$ cat src/ccsr_map.svh
// Purpose: Offsets, field positions, reset values and timing counts.
// Assumes: 100 MHz system clock; slow timers run from a 100 us tick.
// Notes:   Definitions only.
`ifndef CCSR_MAP_SVH
`define CCSR_MAP_SVH

`define CCSR_OFS_MAIN_CONFIG_TWO     8'h01
`define CCSR_OFS_GENERAL_STATE       8'h02
`define CCSR_OFS_CHARGE_STATE        8'h03
`define CCSR_CONFIG_RESET            8'h34

`define CCSR_BIT_THERMISTOR_OFF      7
`define CCSR_BIT_OVERCURRENT_OFF     6
`define CCSR_BIT_BATTERY_OV_OFF      5
`define CCSR_BIT_SWITCH_LIMIT        4
`define CCSR_BIT_RESTART_WAIT        3
`define CCSR_BIT_LDO_ENABLE          2
`define CCSR_BIT_WATCHDOG_HI         1
`define CCSR_BIT_WATCHDOG_LO         0

`define CCSR_CLOCK_NS                10
`define CCSR_TICK_NS                 100000
`define CCSR_TICK_CYCLES             (`CCSR_TICK_NS / `CCSR_CLOCK_NS)
`define CCSR_DEGLITCH_US             16000
`define CCSR_DEGLITCH_TICKS          ((`CCSR_DEGLITCH_US * 1000) / `CCSR_TICK_NS)
`define CCSR_RESTART_LONG_US         40000
`define CCSR_RESTART_SHORT_US        100
`define CCSR_RESTART_LONG_TICKS      ((`CCSR_RESTART_LONG_US * 1000 + `CCSR_TICK_NS - 1) / `CCSR_TICK_NS)
`define CCSR_RESTART_SHORT_TICKS     ((`CCSR_RESTART_SHORT_US * 1000 + `CCSR_TICK_NS - 1) / `CCSR_TICK_NS)
`define CCSR_WDOG_SHORT_S            80
`define CCSR_WDOG_MID_S              160
`define CCSR_WDOG_LONG_S             320
`define CCSR_TICKS_PER_S             (1000000000 / `CCSR_TICK_NS)
`define CCSR_OCP_CYCLES              8

`endif

$ cat src/ccsr_pkg.sv
// Purpose: Types shared by the charger control and status registers.
// Assumes: Field layout as in ccsr_map.svh.
// Notes:   Struct field order matches the register bit order.
package ccsr_pkg;

    typedef enum logic [1:0] {
        CCSR_MODE_IDLE,
        CCSR_MODE_CHARGE,
        CCSR_MODE_REVERSE
    } ccsr_mode_e;

    typedef struct packed {
        logic       thermistor_profile_off;
        logic       overcurrent_latchoff_off;
        logic       battery_overvoltage_latch_off;
        logic       switch_current_limit_select;
        logic       input_overvoltage_restart_wait;
        logic       ldo_enable;
        logic [1:0] watchdog_period;
    } ccsr_config_s;

    typedef struct packed {
        logic       battery_low_flag;
        logic       irq_drive_flag;
        logic       reverse_request_pin_level;
        logic       input_undervoltage_flag;
        logic       input_overvoltage_flag;
        logic       gpio_input_level;
        logic [1:0] system_state;
    } ccsr_general_s;

    typedef struct packed {
        logic       charge_enable_pin_level;
        logic       thermal_active_flag;
        logic       input_current_limit_flag;
        logic       input_voltage_limit_flag;
        logic [3:0] charge_state_code;
    } ccsr_charge_s;

endpackage

$ cat src/ccsr_deglitch.sv
// Purpose: Level filter; output follows input after it held HOLD_TICKS.
// Assumes: i_tick is a one-cycle enable pulse.
// Notes:   i_clear forces the output low and restarts the filter.
`timescale 1ns/1ns
module ccsr_deglitch #(
    parameter int HOLD_TICKS = 160
) (
    input  wire logic i_clock,
    input  wire logic i_rst_n,
    input  wire logic i_tick,
    input  wire logic i_raw,
    input  wire logic i_clear,
    output logic      o_level
);
    logic [15:0] count_q;
    logic [15:0] count_d;
    logic        level_q;
    logic        level_d;

    always_comb begin
        count_d = count_q;
        level_d = level_q;
        if (i_clear) begin
            count_d = 16'h0;
            level_d = 1'b0;
        end else if (i_raw == level_q) begin
            count_d = 16'h0;
        end else if (i_tick) begin
            if (count_q >= 16'(HOLD_TICKS - 1)) begin
                count_d = 16'h0;
                level_d = i_raw;
            end else begin
                count_d = count_q + 16'h1;
            end
        end
    end

    always_ff @(posedge i_clock) begin
        if (!i_rst_n) begin
            count_q <= 16'h0;
            level_q <= 1'b0;
        end else begin
            count_q <= count_d;
            level_q <= level_d;
        end
    end

    assign o_level = level_q;
endmodule

$ cat src/ccsr_regs.sv
// Purpose: Control register and status registers of a buck-boost charger.
// Assumes: Register port driven by the serial interface engine on i_clock.
// Notes:   Pin and comparator inputs are synchronous to i_clock.
`timescale 1ns/1ns
`include "ccsr_map.svh"

// Contract
// Thermistor-off bit disables thermistor output, profile, uses full settings.
// Latch-off enabled: shut converter after consecutive switch limit trips.
// Battery over-voltage latch-off disabled by default; charging auto-resumes.
// Limit select bit picks 8.5A (0) or 10A (1) for all switches.
// After input over-voltage clears, wait 40ms (0) or 100us (1).
// Watchdog field: 00 off, 01 80s, 10 160s, 11 320s.
// Watchdog counter cleared in idle mode and when disabled.
// Battery-low flag set below threshold in charge/reverse, zero in idle.
// Battery-low flag deglitched 16ms on both edges.
// IRQ flag shows our own pull-down drive, not pin level.
// Reverse request pin level shown live.
// Input under/over-voltage flags live in charge mode only.
// General-purpose input flag reads low on variants without the pin.
// System state: 00 idle, 01 charge, 10 reverse; 11 never.
// Charge-enable pin level shown as judged by its comparator.
// Thermal flag set while die thermal regulation is active; the code forces it to 0 in idle mode.
// Charger state code encodes charger machine; 1100-1111 invalid.
// Outside charge mode the charger state code reads 0000.
// Idle mode selected: no pin or override starts the converter.
// Writes to the status registers are ignored.
module ccsr_regs
    import ccsr_pkg::*;
#(
    parameter int TICK_CYCLES = `CCSR_TICK_CYCLES,
    parameter int OCP_CYCLES  = `CCSR_OCP_CYCLES,
    parameter bit HAS_GPIO    = 1'b0
) (
    input  wire logic       i_clock,
    input  wire logic       i_rst_n,
    input  wire logic [7:0] i_reg_addr,
    input  wire logic       i_reg_write,
    input  wire logic [7:0] i_reg_wdata,
    output logic      [7:0] o_reg_rdata,
    input  wire logic       i_high_impedance_idle,
    input  wire logic       i_charge_override,
    input  wire logic       i_reverse_override,
    input  wire logic       i_charge_enable_pin,
    input  wire logic       i_reverse_request_pin_n,
    input  wire logic       i_battery_below_good,
    input  wire logic       i_irq_drive_low,
    input  wire logic       i_input_undervoltage,
    input  wire logic       i_input_overvoltage,
    input  wire logic       i_gpio_input,
    input  wire logic       i_thermal_regulation,
    input  wire logic       i_input_current_limit,
    input  wire logic       i_input_voltage_limit,
    input  wire logic [3:0] i_charger_machine_code,
    input  wire logic       i_switch_cycle,
    input  wire logic       i_switch_limit_trip,
    input  wire logic       i_battery_overvoltage,
    input  wire logic       i_watchdog_kick,
    output logic            o_charge_run,
    output logic            o_reverse_run,
    output logic            o_thermistor_drive_en,
    output logic            o_temperature_profile_en,
    output logic            o_switch_limit_high,
    output logic            o_ldo_enable,
    output logic            o_overcurrent_shutdown,
    output logic            o_battery_ov_latched,
    output logic            o_input_ov_wait,
    output logic            o_watchdog_expired
);
    localparam int WDOG_W = 22;

    ccsr_config_s  cfg_q,     cfg_d;
    ccsr_general_s gen_q,     gen_d;
    ccsr_charge_s  chg_q,     chg_d;
    ccsr_mode_e    mode_q,    mode_d;
    logic [7:0]    rdata_q,   rdata_d;
    logic [4:0]    ocp_cnt_q, ocp_cnt_d;
    logic          ocp_q,     ocp_d;
    logic          bov_q,     bov_d;
    logic [8:0]    wait_q,    wait_d;
    logic          ov_prev_q, ov_prev_d;
    logic [WDOG_W-1:0] wdog_q, wdog_d;
    logic          expired_q, expired_d;
    logic          tick;
    logic          battery_low;
    logic          charge_ok;
    logic          reverse_ok;

    // Watchdog limit in ticks; zero means the timer is off.
    function automatic logic [WDOG_W-1:0] wdog_limit(input logic [1:0] sel);
        case (sel)
            2'b01:   wdog_limit = WDOG_W'(`CCSR_WDOG_SHORT_S * `CCSR_TICKS_PER_S);
            2'b10:   wdog_limit = WDOG_W'(`CCSR_WDOG_MID_S * `CCSR_TICKS_PER_S);
            2'b11:   wdog_limit = WDOG_W'(`CCSR_WDOG_LONG_S * `CCSR_TICKS_PER_S);
            default: wdog_limit = '0;
        endcase
    endfunction

    ccsr_tick #(
        .TICK_CYCLES (TICK_CYCLES)
    ) u_tick (
        .i_clock (i_clock),
        .i_rst_n (i_rst_n),
        .o_tick  (tick)
    );

    // The filter is held clear in idle so it restarts from good on exit.
    ccsr_deglitch #(
        .HOLD_TICKS (`CCSR_DEGLITCH_TICKS)
    ) u_battery_low (
        .i_clock (i_clock),
        .i_rst_n (i_rst_n),
        .i_tick  (tick),
        .i_raw   (i_battery_below_good),
        .i_clear (mode_q == CCSR_MODE_IDLE),
        .o_level (battery_low)
    );

    // Configuration register; only its own offset accepts writes.
    always_comb begin
        cfg_d = cfg_q;
        if (i_reg_write && i_reg_addr == `CCSR_OFS_MAIN_CONFIG_TWO) begin
            cfg_d = ccsr_config_s'(i_reg_wdata);
        end
    end

    // Converter run permission and the system state machine.
    always_comb begin
        charge_ok  = (i_charge_enable_pin || i_charge_override) && !ocp_q
                     && !bov_q && !(i_battery_overvoltage
                     && cfg_q.battery_overvoltage_latch_off)
                     && !i_input_overvoltage && wait_q == 9'h0;
        reverse_ok = (!i_reverse_request_pin_n || i_reverse_override)
                     && !ocp_q;
        case (mode_q)
            CCSR_MODE_IDLE, CCSR_MODE_CHARGE, CCSR_MODE_REVERSE: begin
                if (i_high_impedance_idle) begin
                    mode_d = CCSR_MODE_IDLE;
                end else if (charge_ok) begin
                    mode_d = CCSR_MODE_CHARGE;
                end else if (reverse_ok) begin
                    mode_d = CCSR_MODE_REVERSE;
                end else begin
                    mode_d = CCSR_MODE_IDLE;
                end
            end
            default: mode_d = CCSR_MODE_IDLE;
        endcase
    end

    // Protection: consecutive limit trips, battery over-voltage latch and
    // the restart wait after input over-voltage. Latches clear while i_high_impedance_idle is set.
    always_comb begin
        ocp_cnt_d = ocp_cnt_q;
        ocp_d     = ocp_q;
        bov_d     = bov_q;
        wait_d    = wait_q;
        ov_prev_d = i_input_overvoltage;
        if (i_switch_cycle && mode_q != CCSR_MODE_IDLE) begin
            if (!i_switch_limit_trip) begin
                ocp_cnt_d = 5'h0;
            end else if (ocp_cnt_q >= 5'(OCP_CYCLES - 1)) begin
                ocp_cnt_d = 5'h0;
                ocp_d     = !cfg_q.overcurrent_latchoff_off;
            end else begin
                ocp_cnt_d = ocp_cnt_q + 5'h1;
            end
        end
        if (mode_q == CCSR_MODE_CHARGE && i_battery_overvoltage
            && !cfg_q.battery_overvoltage_latch_off) begin
            bov_d = 1'b1;
        end
        if (ov_prev_q && !i_input_overvoltage) begin
            wait_d = cfg_q.input_overvoltage_restart_wait
                     ? 9'(`CCSR_RESTART_SHORT_TICKS)
                     : 9'(`CCSR_RESTART_LONG_TICKS);
        end else if (tick && wait_q != 9'h0) begin
            wait_d = wait_q - 9'h1;
        end
        if (i_high_impedance_idle) begin
            ocp_d     = 1'b0;
            ocp_cnt_d = 5'h0;
            bov_d     = 1'b0;
        end
    end

    // Host watchdog; a kick or expiry restarts the count.
    always_comb begin
        wdog_d    = wdog_q;
        expired_d = expired_q;
        if (mode_q == CCSR_MODE_IDLE || cfg_q.watchdog_period == 2'b00) begin
            wdog_d    = '0;
            expired_d = 1'b0;
        end else if (i_watchdog_kick) begin
            // An expiry landing in the same cycle as a kick still sets it.
            wdog_d    = '0;
            expired_d = tick && wdog_q
                        >= wdog_limit(cfg_q.watchdog_period) - WDOG_W'(1);
        end else if (tick) begin
            if (wdog_q >= wdog_limit(cfg_q.watchdog_period) - WDOG_W'(1)) begin
                wdog_d    = '0;
                expired_d = 1'b1;
            end else begin
                wdog_d = wdog_q + WDOG_W'(1);
            end
        end
    end

    // Status snapshots; host writes never reach these.
    always_comb begin
        gen_d.battery_low_flag          = battery_low
                                          && mode_q != CCSR_MODE_IDLE;
        gen_d.irq_drive_flag            = i_irq_drive_low;
        gen_d.reverse_request_pin_level = i_reverse_request_pin_n;
        gen_d.input_undervoltage_flag   = i_input_undervoltage
                                          && mode_q == CCSR_MODE_CHARGE;
        gen_d.input_overvoltage_flag    = i_input_overvoltage
                                          && mode_q == CCSR_MODE_CHARGE;
        gen_d.gpio_input_level          = HAS_GPIO && i_gpio_input;
        gen_d.system_state              = mode_q;
        chg_d.charge_enable_pin_level   = i_charge_enable_pin;
        chg_d.thermal_active_flag       = i_thermal_regulation
                                          && mode_q != CCSR_MODE_IDLE;
        chg_d.input_current_limit_flag  = i_input_current_limit
                                          && mode_q == CCSR_MODE_CHARGE;
        chg_d.input_voltage_limit_flag  = i_input_voltage_limit
                                          && mode_q == CCSR_MODE_CHARGE;
        if (mode_q == CCSR_MODE_CHARGE && i_charger_machine_code < 4'hc) begin
            chg_d.charge_state_code = i_charger_machine_code;
        end else begin
            chg_d.charge_state_code = 4'h0;
        end
        case (i_reg_addr)
            `CCSR_OFS_MAIN_CONFIG_TWO: rdata_d = cfg_q;
            `CCSR_OFS_GENERAL_STATE:   rdata_d = gen_q;
            `CCSR_OFS_CHARGE_STATE:    rdata_d = chg_q;
            default:                   rdata_d = 8'h00;
        endcase
    end

    always_ff @(posedge i_clock) begin
        if (!i_rst_n) begin
            cfg_q     <= ccsr_config_s'(`CCSR_CONFIG_RESET);
            gen_q     <= '0;
            chg_q     <= '0;
            mode_q    <= CCSR_MODE_IDLE;
            rdata_q   <= 8'h00;
            ocp_cnt_q <= 5'h0;
            ocp_q     <= 1'b0;
            bov_q     <= 1'b0;
            wait_q    <= 9'h0;
            ov_prev_q <= 1'b0;
            wdog_q    <= '0;
            expired_q <= 1'b0;
        end else begin
            cfg_q     <= cfg_d;
            gen_q     <= gen_d;
            chg_q     <= chg_d;
            mode_q    <= mode_d;
            rdata_q   <= rdata_d;
            ocp_cnt_q <= ocp_cnt_d;
            ocp_q     <= ocp_d;
            bov_q     <= bov_d;
            wait_q    <= wait_d;
            ov_prev_q <= ov_prev_d;
            wdog_q    <= wdog_d;
            expired_q <= expired_d;
        end
    end

    // Full settings apply whenever the profile control is switched off.
    assign o_thermistor_drive_en    = !cfg_q.thermistor_profile_off;
    assign o_temperature_profile_en = !cfg_q.thermistor_profile_off;
    assign o_switch_limit_high      = cfg_q.switch_current_limit_select;
    assign o_ldo_enable             = cfg_q.ldo_enable;
    assign o_charge_run             = mode_q == CCSR_MODE_CHARGE;
    assign o_reverse_run            = mode_q == CCSR_MODE_REVERSE;
    assign o_overcurrent_shutdown   = ocp_q;
    assign o_battery_ov_latched     = bov_q;
    assign o_input_ov_wait          = wait_q != 9'h0;
    assign o_watchdog_expired       = expired_q;
    assign o_reg_rdata              = rdata_q;
endmodule

$ cat src/ccsr_tick.sv
// Purpose: Divider giving a one-cycle enable pulse for the slow timers.
// Assumes: TICK_CYCLES of at least 1.
// Notes:   All slow timing in the block counts these pulses.
`timescale 1ns/1ns
module ccsr_tick #(
    parameter int TICK_CYCLES = 10000
) (
    input  wire logic i_clock,
    input  wire logic i_rst_n,
    output logic      o_tick
);
    logic [31:0] count_q;
    logic [31:0] count_d;

    always_comb begin
        if (count_q >= 32'(TICK_CYCLES - 1)) begin
            count_d = 32'h0;
        end else begin
            count_d = count_q + 32'h1;
        end
    end

    always_ff @(posedge i_clock) begin
        if (!i_rst_n) begin
            count_q <= 32'h0;
        end else begin
            count_q <= count_d;
        end
    end

    assign o_tick = (count_q >= 32'(TICK_CYCLES - 1));
endmodule
$ cat config.mk
export PLATFORM = sky130hd
export DESIGN_NAME = ccsr_regs
export DESIGN_NICKNAME = d
export VERILOG_FILES = /design/src/ccsr_pkg.sv /design/src/ccsr_deglitch.sv /design/src/ccsr_regs.sv /design/src/ccsr_tick.sv
export VERILOG_INCLUDE_DIRS = /design/src
export SDC_FILE = /design/constraint.sdc
export NUM_CORES = 1
export LEC_CHECK = 0
export BUFFER_PORTS_ARGS = -buffer_cell sky130_fd_sc_hd__buf_2
export CAP_MARGIN = 25
export CORE_AREA = 3 3 101 103
export DETAILED_ROUTE_END_ITERATION = 8
export DIE_AREA = 0 0 104 106
export PLACE_DENSITY = 0.77
export RECOVER_POWER = 100
export SLEW_MARGIN = 20
export SYNTH_ARGS = -nofsm -noshare
export SYNTH_HDL_FRONTEND = slang
export SYNTH_HIERARCHICAL = 1
export SYNTH_SLANG_ARGS = --single-unit
$ cat constraint.sdc
create_clock -name i_clock -period 3.3 [get_ports i_clock]
set_input_delay 0.33 -clock i_clock [delete_from_list [all_inputs] [get_ports i_clock]]
set_output_delay 0.33 -clock i_clock [all_outputs]
set_load 0.03 [all_outputs]
==> results_dict.tcl <==
set metrics [dict create \
    core_area_sq_um 9280 \
    wl_per_cell_microns 14.4 \
    critPathMaxStageDelay_ns 0.62 \
    end_kind "flip-flop" \
    vdd_drop_max_v 0.000425 \
    final_cell_mix "dfxtp_1 (122), nor2_1 (43), buf_2 (37)" \
    vias_per_cell 5.56 \
    cts_tree "yes" \
    first_pass_iters 5 \
    grt_pass1_wl_mm 19.0 \
    gp_congestion 0.811 \
    root_buffer "clkbuf_8" \
    avgSynthCellArea_sq_um 9.75 \
    tns_ns 0 \
    clk_latency_ns 0.51 \
    arrival_ns 3.42 \
    worstPathCellList "ha_1, nand3_2, a21oi_1, o2111a_2, or2_1, nand2_1, nor4_1, nand4_1, xor2_1, a211oi_1" \
    drc 0 \
    rows 35 \
    max-cap-violations 0 \
    numCtsBuffers 17 \
    syn2layout_area_growth_pct 17.7 \
    cts_hold_buf 0 \
    layout_commonest_cell "dfxtp_1" \
    grt_usage_pct 21.0 \
    clock_sinks 122 \
    p_leak_nw 2.47 \
    crit_required_ns 3.72 \
    synth_cell_type_count 57 \
    rsz0062_at_grt "no" \
    synth_edf_count 0 \
    setup_viol 0 \
    crit_type "reg -> reg" \
    antenna_found_initial 0 \
    syn_area_sq_um 5350 \
    final_nets 693 \
    ys_warn_count 6 \
    post-cts-setup-buffers 0 \
    finalHoldViolCount 0 \
    dp_cells 739 \
    ys.flop_type "dfxtp_1" \
    post-route-util_pct 67.8 \
    grt_pass1_vias 4151 \
    fin_cells 771 \
    hp-class "in -> reg" \
    ios 58 \
    vias 4284 \
    initialDrtViolationCount 124 \
    whs_ns 0.0321 \
    startpoint_type "flip-flop" \
    die_w_microns 104 \
    die_h_microns 106 \
    path_max_fanout 8 \
    slowest_stage "nor4_1" \
    max_freq_mhz 333 \
    ys_seq_area_share_pct 45.7 \
    fin_crit_sh_pct 91.1 \
    skew_ns 0.0115 \
    ant_nets 0 \
    grt-ovfl-total 0 \
    tightest_slew_ns 1.10 \
    synth-async-reset-ratio_pct 0 \
    num_antenna_cells 0 \
    drt-total-wl_mm 11.1 \
    clkTransAtPathRegs_ns 0.06 \
    grt_max_degree 23 \
    maxSlewHeadroom_pct 25.7 \
    hpwl_mm 7.53 \
    drive_gt1_share_pct 14.3 \
    clockBufferDepth 2 \
    dieArea_sq_um 11000 \
    outcome "complete, no violations" \
    min_period_ns 3.01 \
    start_util_pct 57.6 \
    htreeDepth 4 \
    portBuffers 56 \
    synth_cells 549 \
    power.density_nw_per_um2 618 \
    p_total_mw 3.89 \
    drv_slew 0 \
    ys_ff_latch 122 \
    ctsResizeCount 0 \
]
metrics by stage:
stage	area (sq um)	setup WS [ns]
6_report	6300	0.295
5_1_grt	6300	0.0421
4_1_cts	6430	0.304
3_5_place_dp	5810	0.423
3_3_place_gp	5810	0.496
2_1_floorplan	5410	0.862
worst paths after layout:
path                              end  depth (start not counted)              start  slack, ns
setup / recovery           wdog_q[18]                         10  u_tick/count_q[0]       0.29
hold / removal    o_switch_limit_high                          3     i_reg_wdata[4]       0.03
setup reg to reg           wdog_q[18]                         10  u_tick/count_q[0]       0.29
hold reg to reg          ocp_cnt_q[2]                          2       ocp_cnt_q[2]       0.48
sequential cells by signal, indices dropped and copies added (netlist names), 2 cells and up:
register	count
u_tick/count_q	32
wdog_q	22
u_battery_low/count_q	16
wait_q	9
chg_q	8
o_reg_rdata	8
gen_q	7
cfg_q	6
ocp_cnt_q	5
mode_q	2
layer usage:
layer  share of wire, %  up-vias  wire length (microns)  GRT usage, %
li1                   -     2109                      -             -
met5                  0        -                      0             0
met2                 48      110                   5360          35.0
met3                4.7       20                    524          5.22
met1                 45     2045                   5030          25.9
met4                2.0        0                    227          9.12
cell type report:
cell class | count | area (sq um)
clock inverter | 13 | 190
timing repair buffer | 63 | 297
fill | 739 | 2990
tap | 129 | 161
sequential | 122 | 2440
clock buffer | 19 | 432
inverter | 21 | 78.8
multi-input combinational | 404 | 2700
cell usage after synthesis, types with 3 or more instances:
cell type	instances	area, sq um
or3_1	5	31.3
dfxtp_1	122	2440
buf_2	4	20.0
nor4_1	16	100
o21ai_0	8	40.0
mux2i_1	13	130
nor4_2	8	100
nand4_1	15	93.8
nor2b_1	11	68.8
or4_1	3	22.5
xnor2_1	29	254
a21oi_1	21	105
nor2_1	43	161
clkbuf_1	11	41.3
nor3_1	18	90.1
ha_1	24	300
a211oi_1	22	165
xor2_1	22	193
mux2_2	7	78.8
nand2_1	36	135
and3_1	12	75.1
and2_1	10	62.6
nand3_1	15	75.1
a22oi_1	8	60.1
nand2b_1	5	31.3
inv_1	20	75.1
and4_1	5	43.8
or2_2	3	18.8
worst max-delay path: cells and delay by family, from the launching register on:
family                     cells  cell delay [ns]
AOI/OAI and AO/OA              3             0.59
and+or+nand+nor                5             1.48
DFF                            1             0.40
adders and majority gates      1             0.24
xor gates and xnor gates       1             0.17
kinds of logic (layout without fill, tap and decap cells):
logic type | count (synthesis) | in the layout | synth area share [%]
AND/OR/NAND/NOR | 216 | 216 | 23.1
flip-flops | 122 | 122 | 45.7
AO/OA/AOI/OAI | 75 | 75 | 10.1
XOR/XNOR | 51 | 51 | 8.35
buffers and inverters | 40 | 116 | 3.25
adder cells (fa/ha/maj) | 24 | 24 | 5.61
multiplexers | 20 | 20 | 3.91
other | 1 | 18 | 0.0701
report_power, final:
| part | internal (mW) | switching [mW] | leakage, nW |
|---|---|---|---|
| combinational | 0.172 | 0.216 | 1.18 |
| sequential | 1.53 | 0.0408 | 0.993 |
| clock | 1.25 | 0.677 | 0.303 |
Note: power is estimated with default switching activity, not from simulation.
